===== src/hw/mmap_pkg.sv =====
// package for the program and data space decoder of a 4-bit controller
// assumes one core clock; widths below are shared by decoder and pin logic
package mmap_pkg;
   localparam int PROG_AW    = 12;
   localparam int DATA_AW    = 8;
   localparam int BANK_W     = 3;
   localparam int PORT_W     = 4;
   localparam int VEC_IDX_W  = 3;
   // program space
   localparam logic [PROG_AW-1:0] PROG_LAST_SMALL = 12'h7ff;
   localparam logic [PROG_AW-1:0] PROG_LAST_LARGE = 12'hfff;
   localparam logic [PROG_AW-1:0] RESET_ENTRY     = 12'h000;
   localparam logic [PROG_AW-1:0] SCALL_FIRST     = 12'h010;
   localparam logic [PROG_AW-1:0] SCALL_LAST      = 12'h01f;
   localparam logic [PROG_AW-1:0] IVEC_FIRST      = 12'h020;
   localparam logic [PROG_AW-1:0] IVEC_LAST       = 12'h02f;
   // data space
   localparam logic [BANK_W-1:0]  BANK_SYS        = 3'h0;
   localparam logic [BANK_W-1:0]  BANK_RAM        = 3'h7;
   localparam logic [DATA_AW-1:0] SFR_LAST        = 8'h7f;
   localparam logic [DATA_AW-1:0] NVM_FIRST       = 8'h80;
   localparam logic [DATA_AW-1:0] NVM_LAST_SMALL  = 8'hbf;
   localparam logic [DATA_AW-1:0] NVM_LAST_LARGE  = 8'hff;
   localparam logic [DATA_AW-1:0] STACK_TOP       = 8'hff;
   localparam logic [DATA_AW-1:0] RAM_FIRST_SMALL = 8'hc0;
   localparam logic [DATA_AW-1:0] RAM_FIRST_LARGE = 8'h80;
   // output port bit roles for secondary functions
   localparam int BIT_PWM  = 0;
   localparam int BIT_RX   = 1;
   localparam int BIT_TX   = 2;
   localparam int BIT_SCLK = 3;

   typedef struct packed {
      logic special_register_area;
      logic nvm;
      logic ram;
   } data_sel_t;

   typedef struct packed {
      logic                  req;
      logic [BANK_W-1:0]     bank;
      logic [DATA_AW-1:0]    addr;
   } data_req_t;

   typedef struct packed {
      logic pwm;
      logic tx;
      logic sclk_out;
      logic sclk_oe;
   } sec_out_t;
endpackage : mmap_pkg


===== src/hw/mcu_memory_map_decoder.sv =====
// program and data space decoder with reset entry, call and interrupt vectors,
// external pin interrupts and output port secondary function muxing
// assumes core requests are synchronous to clk_sys_i; pins are asynchronous
// Operation
// - program space is byte wide, valid up to 2047 small or 4095 large.
// - after reset the program counter is loaded with address zero.
// - short calls vector into 010H..01FH, eight entries at most.
// - interrupts vector into 020H..02FH.
// - data space is a separate nibble-wide space from program space.
// - data banks hold 256 nibbles; bank 0 system, bank 7 RAM with stack.
// - the stack starts at 7FFH and grows down, 64 or 128 nibbles deep.
// - bank 0 addresses 000H..07FH select the special register area.
// - bank 0 nonvolatile storage runs from 080H to 0BFH or 0FFH.
// - each pin interrupt has its own enable bit.
// - output port bits carry pwm, serial rx, serial tx and serial clock.
// - reset low initialises state, release starts execution at zero.
`timescale 1ns/100ps
module mcu_memory_map_decoder
   import mmap_pkg::*;
#(
   parameter bit LARGE = 1'b0
) (
   // clock and reset
   input  wire logic                 clk_sys_i,
   input  wire logic                 reset_n_i,
   // program side from the core
   input  wire logic                 prog_req_i,
   input  wire logic [PROG_AW-1:0]   prog_addr_i,
   input  wire logic                 scall_req_i,
   input  wire logic [VEC_IDX_W-1:0] scall_idx_i,
   input  wire logic                 irq_ack_i,
   input  wire logic [VEC_IDX_W-1:0] irq_src_i,
   // data side from the core
   input  wire data_req_t            data_req_i,
   // external interrupts
   input  wire logic [PORT_W-1:0]    input_port_i,
   input  wire logic [PORT_W-1:0]    irq_en_i,
   // output port
   input  wire logic [PORT_W-1:0]    port_data_i,
   input  wire logic [PORT_W-1:0]    port_dir_i,
   input  wire logic [PORT_W-1:0]    sec_en_i,
   input  wire sec_out_t             sec_i,
   input  wire logic [PORT_W-1:0]    output_port_pin_i,
   // program results
   output logic                      pc_load_o,
   output logic [PROG_AW-1:0]        pc_target_o,
   output logic                      prog_sel_o,
   output logic                      prog_err_o,
   output logic                      prog_scall_o,
   output logic                      prog_ivec_o,
   // data results
   output data_sel_t                 data_sel_o,
   output logic                      data_none_o,
   output logic                      stack_sel_o,
   // interrupt and port results
   output logic [PORT_W-1:0]         ext_irq_o,
   output logic [PORT_W-1:0]         output_port_o,
   output logic [PORT_W-1:0]         output_port_oe_o,
   output logic                      serial_rx_pin_o,
   output logic                      sclk_in_o
);
   localparam logic [PROG_AW-1:0] PROG_LAST  = LARGE ? PROG_LAST_LARGE : PROG_LAST_SMALL;
   localparam logic [DATA_AW-1:0] NVM_LAST   = LARGE ? NVM_LAST_LARGE : NVM_LAST_SMALL;
   localparam logic [DATA_AW-1:0] RAM_FIRST  = LARGE ? RAM_FIRST_LARGE : RAM_FIRST_SMALL;

   typedef struct packed {
      logic                booted;
      logic                pc_load;
      logic [PROG_AW-1:0]  pc_target;
      logic                prog_sel;
      logic                prog_err;
      logic                scall;
      logic                ivec;
      data_sel_t           dsel;
      logic                dnone;
      logic                stack;
      logic [PORT_W-1:0]   irq;
      logic [PORT_W-1:0]   port;
      logic [PORT_W-1:0]   port_oe;
      logic                rx;
      logic                sclk_in;
   } dec_state_t;

   dec_state_t st_ff;
   dec_state_t nxt_st;

   logic [PORT_W-1:0] in_sync;
   logic [PORT_W-1:0] in_irq;
   logic [PORT_W-1:0] out_sync;

   // each vector slot is two bytes, so eight slots fill sixteen bytes
   function automatic logic [PROG_AW-1:0] vec_addr(input logic [PROG_AW-1:0] base,
                                                   input logic [VEC_IDX_W-1:0] idx);
      vec_addr = base + {{(PROG_AW-VEC_IDX_W-1){1'b0}}, idx, 1'b0};
   endfunction : vec_addr

   function automatic logic in_range(input logic [PROG_AW-1:0] a,
                                     input logic [PROG_AW-1:0] lo,
                                     input logic [PROG_AW-1:0] hi);
      in_range = (a >= lo) && (a <= hi);
   endfunction : in_range

   ext_irq_detect #(
      .W          (PORT_W)
   ) u_in_port (
      .clk_sys_i  (clk_sys_i),
      .reset_n_i  (reset_n_i),
      .pin_i      (input_port_i),
      .irq_en_i   (irq_en_i),
      .pin_sync_o (in_sync),
      .irq_o      (in_irq)
   );

   // output port pins need the same two-stage sync; irq enables held off
   ext_irq_detect #(
      .W          (PORT_W)
   ) u_out_port (
      .clk_sys_i  (clk_sys_i),
      .reset_n_i  (reset_n_i),
      .pin_i      (output_port_pin_i),
      .irq_en_i   ('0),
      .pin_sync_o (out_sync),
      .irq_o      ()
   );

   always_comb begin
      nxt_st         = st_ff;
      // pc redirect: boot entry wins over interrupt, interrupt over short call
      nxt_st.booted  = 1'b1;
      nxt_st.pc_load = 1'b0;
      if (!st_ff.booted) begin
         nxt_st.pc_load   = 1'b1;
         nxt_st.pc_target = RESET_ENTRY;
      end else if (irq_ack_i) begin
         nxt_st.pc_load   = 1'b1;
         nxt_st.pc_target = vec_addr(IVEC_FIRST, irq_src_i);
      end else if (scall_req_i) begin
         nxt_st.pc_load   = 1'b1;
         nxt_st.pc_target = vec_addr(SCALL_FIRST, scall_idx_i);
      end
      // program space decode
      nxt_st.prog_sel = prog_req_i && (prog_addr_i <= PROG_LAST);
      nxt_st.prog_err = prog_req_i && (prog_addr_i > PROG_LAST);
      nxt_st.scall    = prog_req_i && in_range(prog_addr_i, SCALL_FIRST, SCALL_LAST);
      nxt_st.ivec     = prog_req_i && in_range(prog_addr_i, IVEC_FIRST, IVEC_LAST);
      // data space decode, independent of the program side
      nxt_st.dsel  = '0;
      nxt_st.stack = 1'b0;
      if (data_req_i.req) begin
         if (data_req_i.bank == BANK_SYS) begin
            nxt_st.dsel.special_register_area = data_req_i.addr <= SFR_LAST;
            nxt_st.dsel.nvm = (data_req_i.addr >= NVM_FIRST) &&
                              (data_req_i.addr <= NVM_LAST);
         end else if (data_req_i.bank == BANK_RAM) begin
            // stack shares the populated ram window that ends at the top
            nxt_st.dsel.ram = (data_req_i.addr >= RAM_FIRST) &&
                              (data_req_i.addr <= STACK_TOP);
            nxt_st.stack    = nxt_st.dsel.ram;
         end
      end
      nxt_st.dnone = data_req_i.req && (nxt_st.dsel == '0);
      // pin interrupts
      nxt_st.irq = in_irq;
      // output port with secondary functions
      nxt_st.port    = port_data_i;
      nxt_st.port_oe = port_dir_i;
      if (sec_en_i[BIT_PWM]) begin
         nxt_st.port[BIT_PWM]    = sec_i.pwm;
         nxt_st.port_oe[BIT_PWM] = 1'b1;
      end
      if (sec_en_i[BIT_RX]) begin
         nxt_st.port[BIT_RX]    = 1'b0;
         nxt_st.port_oe[BIT_RX] = 1'b0;
      end
      if (sec_en_i[BIT_TX]) begin
         nxt_st.port[BIT_TX]    = sec_i.tx;
         nxt_st.port_oe[BIT_TX] = 1'b1;
      end
      if (sec_en_i[BIT_SCLK]) begin
         nxt_st.port[BIT_SCLK]    = sec_i.sclk_out;
         nxt_st.port_oe[BIT_SCLK] = sec_i.sclk_oe;
      end
      nxt_st.rx      = out_sync[BIT_RX];
      nxt_st.sclk_in = out_sync[BIT_SCLK];
   end

   always_ff @(posedge clk_sys_i or negedge reset_n_i) begin
      if (!reset_n_i) begin
         st_ff <= '0;
      end else begin
         st_ff <= nxt_st;
      end
   end

   assign pc_load_o        = st_ff.pc_load;
   assign pc_target_o      = st_ff.pc_target;
   assign prog_sel_o       = st_ff.prog_sel;
   assign prog_err_o       = st_ff.prog_err;
   assign prog_scall_o     = st_ff.scall;
   assign prog_ivec_o      = st_ff.ivec;
   assign data_sel_o       = st_ff.dsel;
   assign data_none_o      = st_ff.dnone;
   assign stack_sel_o      = st_ff.stack;
   assign ext_irq_o        = st_ff.irq;
   assign output_port_o    = st_ff.port;
   assign output_port_oe_o = st_ff.port_oe;
   assign serial_rx_pin_o  = st_ff.rx;
   assign sclk_in_o        = st_ff.sclk_in;

   property p_boot_zero;
      @(posedge clk_sys_i) disable iff (!reset_n_i)
      // the boot load lands at the same edge that sets booted
      $rose(st_ff.booted) |-> (pc_load_o && pc_target_o == RESET_ENTRY);
   endproperty
   a_boot_zero: assert property (p_boot_zero)
      else $error("first pc load after reset is not address zero");

   property p_prog_limit;
      @(posedge clk_sys_i) disable iff (!reset_n_i)
      prog_req_i |=> (prog_sel_o == ($past(prog_addr_i) <= PROG_LAST)) &&
         (prog_sel_o != prog_err_o);
   endproperty
   a_prog_limit: assert property (p_prog_limit)
      else $error("program address decoded against the wrong limit");

   property p_scall_vec;
      @(posedge clk_sys_i) disable iff (!reset_n_i)
      (st_ff.booted && !irq_ack_i && scall_req_i) |=>
         pc_load_o && pc_target_o == SCALL_FIRST + 12'(2 * $past(scall_idx_i));
   endproperty
   a_scall_vec: assert property (p_scall_vec)
      else $error("short call vector outside its slot");

   property p_irq_vec;
      @(posedge clk_sys_i) disable iff (!reset_n_i)
      (st_ff.booted && irq_ack_i) |=> pc_load_o &&
         pc_target_o >= IVEC_FIRST && pc_target_o <= IVEC_LAST;
   endproperty
   a_irq_vec: assert property (p_irq_vec)
      else $error("interrupt vector outside its range");

   property p_sfr_sel;
      @(posedge clk_sys_i) disable iff (!reset_n_i)
      (data_req_i.req && data_req_i.bank == BANK_SYS && data_req_i.addr <= SFR_LAST)
         |=> data_sel_o == 3'b100;
   endproperty
   a_sfr_sel: assert property (p_sfr_sel)
      else $error("special register access not selected");

   property p_nvm_sel;
      @(posedge clk_sys_i) disable iff (!reset_n_i)
      data_sel_o.nvm |-> $past(data_req_i.bank) == BANK_SYS &&
         $past(data_req_i.addr) >= NVM_FIRST && $past(data_req_i.addr) <= NVM_LAST;
   endproperty
   a_nvm_sel: assert property (p_nvm_sel)
      else $error("nonvolatile select outside its window");

   property p_one_sel;
      @(posedge clk_sys_i) disable iff (!reset_n_i)
      $past(data_req_i.req) |-> $onehot({data_sel_o, data_none_o});
   endproperty
   a_one_sel: assert property (p_one_sel)
      else $error("data access did not yield exactly one outcome");

   property p_stack_top;
      @(posedge clk_sys_i) disable iff (!reset_n_i)
      (data_req_i.req && data_req_i.bank == BANK_RAM && data_req_i.addr == STACK_TOP)
         |=> stack_sel_o && data_sel_o.ram;
   endproperty
   a_stack_top: assert property (p_stack_top)
      else $error("stack top not in the ram window");

   property p_pwm_out;
      @(posedge clk_sys_i) disable iff (!reset_n_i)
      sec_en_i[BIT_PWM] |=> output_port_oe_o[BIT_PWM] &&
         output_port_o[BIT_PWM] == $past(sec_i.pwm);
   endproperty
   a_pwm_out: assert property (p_pwm_out)
      else $error("pwm not driven on port bit 0");
endmodule : mcu_memory_map_decoder


===== src/hw/ext_irq_detect.sv =====
// input port synchroniser and level-change interrupt detector
// assumes pins are asynchronous to clk_sys_i; enable bits come from core logic
`timescale 1ns/100ps
module ext_irq_detect
   import mmap_pkg::*;
#(
   parameter int W = PORT_W
) (
   // clock and reset
   input  wire logic         clk_sys_i,
   input  wire logic         reset_n_i,
   // pins and enables
   input  wire logic [W-1:0] pin_i,
   input  wire logic [W-1:0] irq_en_i,
   // results
   output logic      [W-1:0] pin_sync_o,
   output logic      [W-1:0] irq_o
);
   typedef struct packed {
      logic [W-1:0] meta;
      logic [W-1:0] sync;
      logic [W-1:0] last;
      logic [W-1:0] irq;
   } det_state_t;

   det_state_t st_ff;
   det_state_t nxt_st;

   always_comb begin
      nxt_st      = st_ff;
      nxt_st.meta = pin_i;
      nxt_st.sync = st_ff.meta;
      nxt_st.last = st_ff.sync;
      // any change of level counts, only on enabled pins
      nxt_st.irq  = (st_ff.sync ^ st_ff.last) & irq_en_i;
   end

   always_ff @(posedge clk_sys_i or negedge reset_n_i) begin
      if (!reset_n_i) begin
         st_ff <= '0;
      end else begin
         st_ff <= nxt_st;
      end
   end

   assign pin_sync_o = st_ff.sync;
   assign irq_o      = st_ff.irq;

   property p_irq_masked;
      @(posedge clk_sys_i) disable iff (!reset_n_i)
      (irq_o != '0) |-> ((irq_o & ~$past(irq_en_i)) == '0);
   endproperty
   a_irq_masked: assert property (p_irq_masked)
      else $error("interrupt raised on a disabled pin");
endmodule : ext_irq_detect


===== config.mk =====
export PLATFORM = sky130hd
export DESIGN_NAME = mcu_memory_map_decoder
export DESIGN_NICKNAME = d
export VERILOG_FILES = /design/src/hw/mmap_pkg.sv /design/src/hw/mcu_memory_map_decoder.sv /design/src/hw/ext_irq_detect.sv
export SDC_FILE = /design/constraint.sdc
export NUM_CORES = 1
export LEC_CHECK = 0
export BUFFER_PORTS_ARGS = -buffer_cell sky130_fd_sc_hd__buf_2
export CAP_MARGIN = 10
export CELL_PAD_IN_SITES_DETAIL_PLACEMENT = 0
export CELL_PAD_IN_SITES_GLOBAL_PLACEMENT = 1
export CORE_MARGIN = 5
export CORE_UTILIZATION = 35
export CTS_BUF_LIST = sky130_fd_sc_hd__clkbuf_2
export DETAILED_ROUTE_END_ITERATION = 16
export PLACE_DENSITY_LB_ADDON = 0.2
export SYNTH_ARGS = -nofsm -noshare
export SYNTH_HDL_FRONTEND = slang
export SYNTH_SLANG_ARGS = --single-unit

===== constraint.sdc =====
create_clock -name clk_sys_i -period 1.5 [get_ports clk_sys_i]
set_clock_uncertainty 0.1 [all_clocks]
set_input_delay 0.3 -clock clk_sys_i [delete_from_list [all_inputs] [get_ports clk_sys_i]]
set_output_delay 0.3 -clock clk_sys_i [all_outputs]
set_load 0.01 [all_outputs]

# --- Yosys cells after proc, flatten, opt, wreduce, memory -nomap -nowiden ---
# Index checks and enable logic that the tools add are counted.
word_totals:
  regBits: 61
  input_bits: 63
  out_inout_bits: 36
  wordCells: 67
classes:
  addsub: 2
  order_cmp: 11
  n_eq_ne: 2
  mux: 16
  n_bitwise: 2
  reduce_logical: 11
ops:
  columns: ["operator", "count"]
  rows:
  - ["2-to-1 mux 13 bit", 3]
  - ["greater-or-equal comparator 8 bit (second input constant)", 2]
  - ["<= comparator 8 bit (second input constant)", 2]
  - ["greater-or-equal comparator 12 x 5 -> 1 bit (second input constant)", 1]
  - ["greater-or-equal comparator 12 x 6 -> 1 bit (second input constant)", 1]
  - ["greater-than comparator 12 x 11 -> 1 bit (second input constant)", 1]
  - ["<= comparator 12 x 11 -> 1 bit (second input constant)", 1]
  - ["<= comparator 12 x 5 -> 1 bit (second input constant)", 1]
  - ["<= comparator 12 x 6 -> 1 bit (second input constant)", 1]
  - ["2-to-1 mux 1 bit", 11]
  - ["logical AND 1 bit", 9]
  - ["<= comparator 8 x 7 -> 1 bit (second input constant)", 1]
  - ["adder 6 x 4 -> 7 bit (first input constant)", 1]
  - ["adder 5 x 4 -> 6 bit (first input constant)", 1]
  - ["logical NOT 3 bit", 2]
  - ["bitwise AND 4 bit", 1]
  - ["bitwise XOR 4 bit", 1]
  - ["equality test 3 bit (second input constant)", 1]
  - ["2-to-1 mux 3 bit", 1]
  - ["!= test 3 bit (second input constant)", 1]
  - ["2-to-1 mux 2 bit", 1]

# --- Depth between registers and ports, before layout ---
depth:
  ltp_word: 7
  ltp_mapped: 2

# --- Hierarchy ---
# From an unflattened synthesis, not the netlist that was laid out.
unflattened:
  cells_unflattened: 160
  area_unflattened_um2: 2287.2
modules_own_cells:
  columns: ["mod", "n_inst", "cells_each", "area_per_inst_um2", "seq_area_each_um2"]
  rows:
  - ["mcu_memory_map_decoder", 1, 96, 1246.2, 725.7]
  - ["ext_irq_detect", 2, 32, 520.5, 400.4]

# --- Worst setup path after synthesis ---
# Ideal clock, no wire load.
synth_timing:
  kind: "input to register"
  startpoint: "input port prog_addr_i[6]"
  endpoint: "register st_ff (netlist bit prog_scall_o)"
  arrival_ns: 1.064
  t_required_ns: 1.305
  setup_slack_ns: 0.241
  path_stages: 2
  path_buffers: 0
  cell_sequence: "or4b_4 nor4b_2"
synth_rtl:
  columns: ["item", "line_no", "text"]
  rows:
  - ["start: declaration", "mcu_memory_map_decoder.sv:28", "input wire logic [PROG_AW-1:0] prog_addr_i,"]
  - ["end signal: assignment", "mcu_memory_map_decoder.sv:191", "st_ff <= nxt_st;"]
  - ["end: declaration", "mcu_memory_map_decoder.sv:84", "dec_state_t st_ff;"]

==> reports/metrics.yaml <==
yosys:
  syn_inst: 123
  yosysWarnings: 0
  synth-edff-count: 0
  synth-seq-area-share_pct: 67.8
  synth.top_cells.by_count: "dfrtp_1, buf_4, mux2_2"
  syn_area_sq_um: 1810
  synthArstFlopShare_pct: 100
  ys_ff_latch: 49
  yosysTopAreaCell: "dfrtp_1"
  synth.most_common_cell: "dfrtp_1"
  ys_types: 28
  synthTopCellsByArea: "dfrtp_1, buf_4, mux2_2"
  syn_avg_cell_area_sq_um: 14.7
  synth_flop_cell: "dfrtp_1"
  synth_top_area_share_pct: 67.8
clocking:
  cts_buffer_depth: 2
  clk_latency_ps: 390
  cts_tree: "yes"
  ctsRootBufferMaster: "clkbuf_2"
  clkSinkCount: 49
  cts_buffers: 5
  h-tree-depth: 2
  postCtsSetupRepairBufs: 0
  path_clk_slew_ps: 210
route:
  drtPass1Iterations: 4
  wl_microns: 3500
  drt_iter0_markers: 25
  drc: 0
  wl_per_cell_microns: 12.0
  route.vias.total: 1202
  postRouteAntennaNets: 0
  vias_per_cell: 4.12
final_layout:
  multiInputGateArea_sq_um: 403
  fillers: 488
  seq_area_sq_um: 1230
  drive_gt1_share_pct: 44.1
  nets: 285
  final_util_pct: 49.4
  antenna_cells: 0
  area_delta_synth_final_pct: 38.8
worst_setup_path:
  cp_data_arrival_time_ps: 1660
  cp-end-kind: "register"
  worstSetupStartpointType: "input pin"
  r2r_start: "st_ff[36]"
  cpMaxStageDelayCell: "dlygate4sd3_1"
  path_class: "input pin to register"
  worstPathMaxFanout: 3
  slowest_delay_ps: 560
  cp.required_ps: 1720
  cp_cell_sequence: "dlygate4sd3_1 -> or4b_4 -> nor4b_2"
  crit_start: "prog_addr_i[11]"
power_and_ir_drop:
  finalPower_uw: 2200
  switching_power_uw: 520
  vdd_drop_max_mv: 0.365
  internal_power_uw: 1680
  power_frac_seq_pct: 64.4
  power_density_nw_per_um2: 876
  switching_share_pct: 23.7
  p_comb_share_pct: 13.9
  power.share.clock_pct: 21.7
  cellLeakagePower_uw: 0.00129
placed_design:
  gp_congestion: 0.643
  place_ws_ps: 104
  dp_hpwl_microns: 2490
  numPortBuffers: 79
sta:
  layout_setup_ws_ps: 65.9
  finalCritPeriodShare_pct: 95.6
  setup_violations: 0
  period_minus_slack_ps: 1430
  finalHoldViolCount: 0
  rsz0062_at_grt: "false"
  holdWs_ps: 39.9
  fin_tns_setup_ps: 0
  fmax_ghz: 0.697
  slew_violations: 0
hold_path:
  hp-start: "prog_req_i"
  hold_class: "input pin to register"
die:
  die_h_microns: 81.9
  die_x_microns: 81.9
  design.die.area_sq_um: 6700
  initial_core_util_pct: 35.6
  row_count: 26
  io_pins: 99
  core_region_area_sq_um: 5070
global_routing:
  grt_max_degree: 50
  grt_use_total_pct: 11.0
  grt_pass1_wl_microns: 5410
  antenna_found_initial: 0
  grt_pass1_vias: 1296
  grt_overflow: 0
status:
  status: "finished, final reports clean"
flow_run:
  cap_violations: 0
-- through the flow --
stage | cell area [sq um] | std cells
after floorplan | 1830 | 129
after global placement | 2130 | 252
after detailed placement | 2130 | 252
after CTS | 2480 | 291
after global routing | 2510 | 292
final | 2510 | 292
-- power by group through the flow --
stage | logic (uW) | registers [uW] | clock network [uW]
2_1_floorplan | 139 | 1440 | 0
3_3_place_gp | 233 | 1440 | 0
3_5_place_dp | 241 | 1440 | 0
4_1_cts | 306 | 1420 | 517
5_1_grt | 339 | 1430 | 560
6_report | 306 | 1420 | 476
-- state kept, by name, indices dropped and copies added, names as in the netlist, 2 cells and up --
name                   cells
pc_target_o                5
ext_irq_o                  4
output_port_o              4
output_port_oe_o           4
u_in_port.irq_o            4
u_in_port.nxt_st           4
u_in_port.pin_sync_o       4
u_in_port.st_ff            4
data_sel_o                 3
u_out_port.nxt_st          2
u_out_port.pin_sync_o      2
-- cells in the final DEF, fill, tap and decap left out --
cell / instances
buf_2: 78
o211a_1: 3
and2_1: 4
dlygate4sd3_1: 34
nor3b_1: 2
and2b_2: 1
and3_1: 1
and4_1: 1
clkbuf_2: 6
mux2_1: 2
or3b_2: 1
and4b_1: 1
nor2_1: 1
xor2_1: 4
nor4b_2: 1
or2_2: 2
conb_1: 8
a211oi_1: 1
o21a_1: 1
or3_1: 1
a2111oi_0: 1
nor4_4: 1
dfrtp_1: 49
buf_12: 1
nand2b_1: 3
nor3_1: 1
mux2_2: 5
nor2b_1: 3
inv_1: 2
clkinv_1: 1
or4b_4: 1
and2_2: 1
-- area by class of cell --
| class | instances | area share [%] |
|---|---|---|
| flip-flops and latches | 49 | 48.9 |
| clock buffers | 6 | 1.20 |
| clock inverters | 1 | 0.150 |
| multi-input cells | 51 | 16.1 |
| well taps | 70 | 3.49 |
| inverters | 2 | 0.299 |
| repair buffers | 113 | 29.9 |
-- critical path: cells and delay by family --
kind | cells | cell delay, ps
simple gates | 2 | 800
buf+inv | 1 | 560
-- cell families after synthesis --
kind of cell | count (synthesis) | share of synthesized area, %
xor+xnor | 4 | 1.94
simple gates | 26 | 10.9
other cells | 2 | 0.415
buf+inv | 29 | 11.6
compound gates | 6 | 2.98
flops | 49 | 67.8
mux | 7 | 4.36
-- timing repair --
item                                    4_1_cts  5_1_grt
gates resized for setup                       0        1
endpoints found under the setup margin        0        2
hold buffers                                 32        2
endpoints found under the hold margin        72        1
-- layer usage --
metal / routed length, microns / global-route usage [%] / part of all wire [%] / vias up
met5: 0 / 0 / 0 / -
met4: 62 / 5.98 / 1.8 / 0
met3: 382 / 4.39 / 11 / 6
met2: 1860 / 20.1 / 53 / 58
met1: 1200 / 10.2 / 34 / 572
li1: - / - / - / 566
-- final timing paths --
check / end / slack, ps / cells after the start
worst max-delay path: prog_scall_o / 70 / 3
worst min-delay path: prog_sel_o / 40 / 2
worst max register to register: pc_load_o / 370 / 1
worst min register to register: u_in_port.pin_sync_o[2] / 270 / 0
max in group asynchronous: output_port_o[3] / 810 / 3
min in group asynchronous: prog_scall_o / 280 / 3
(Power assumes the default switching activity.)
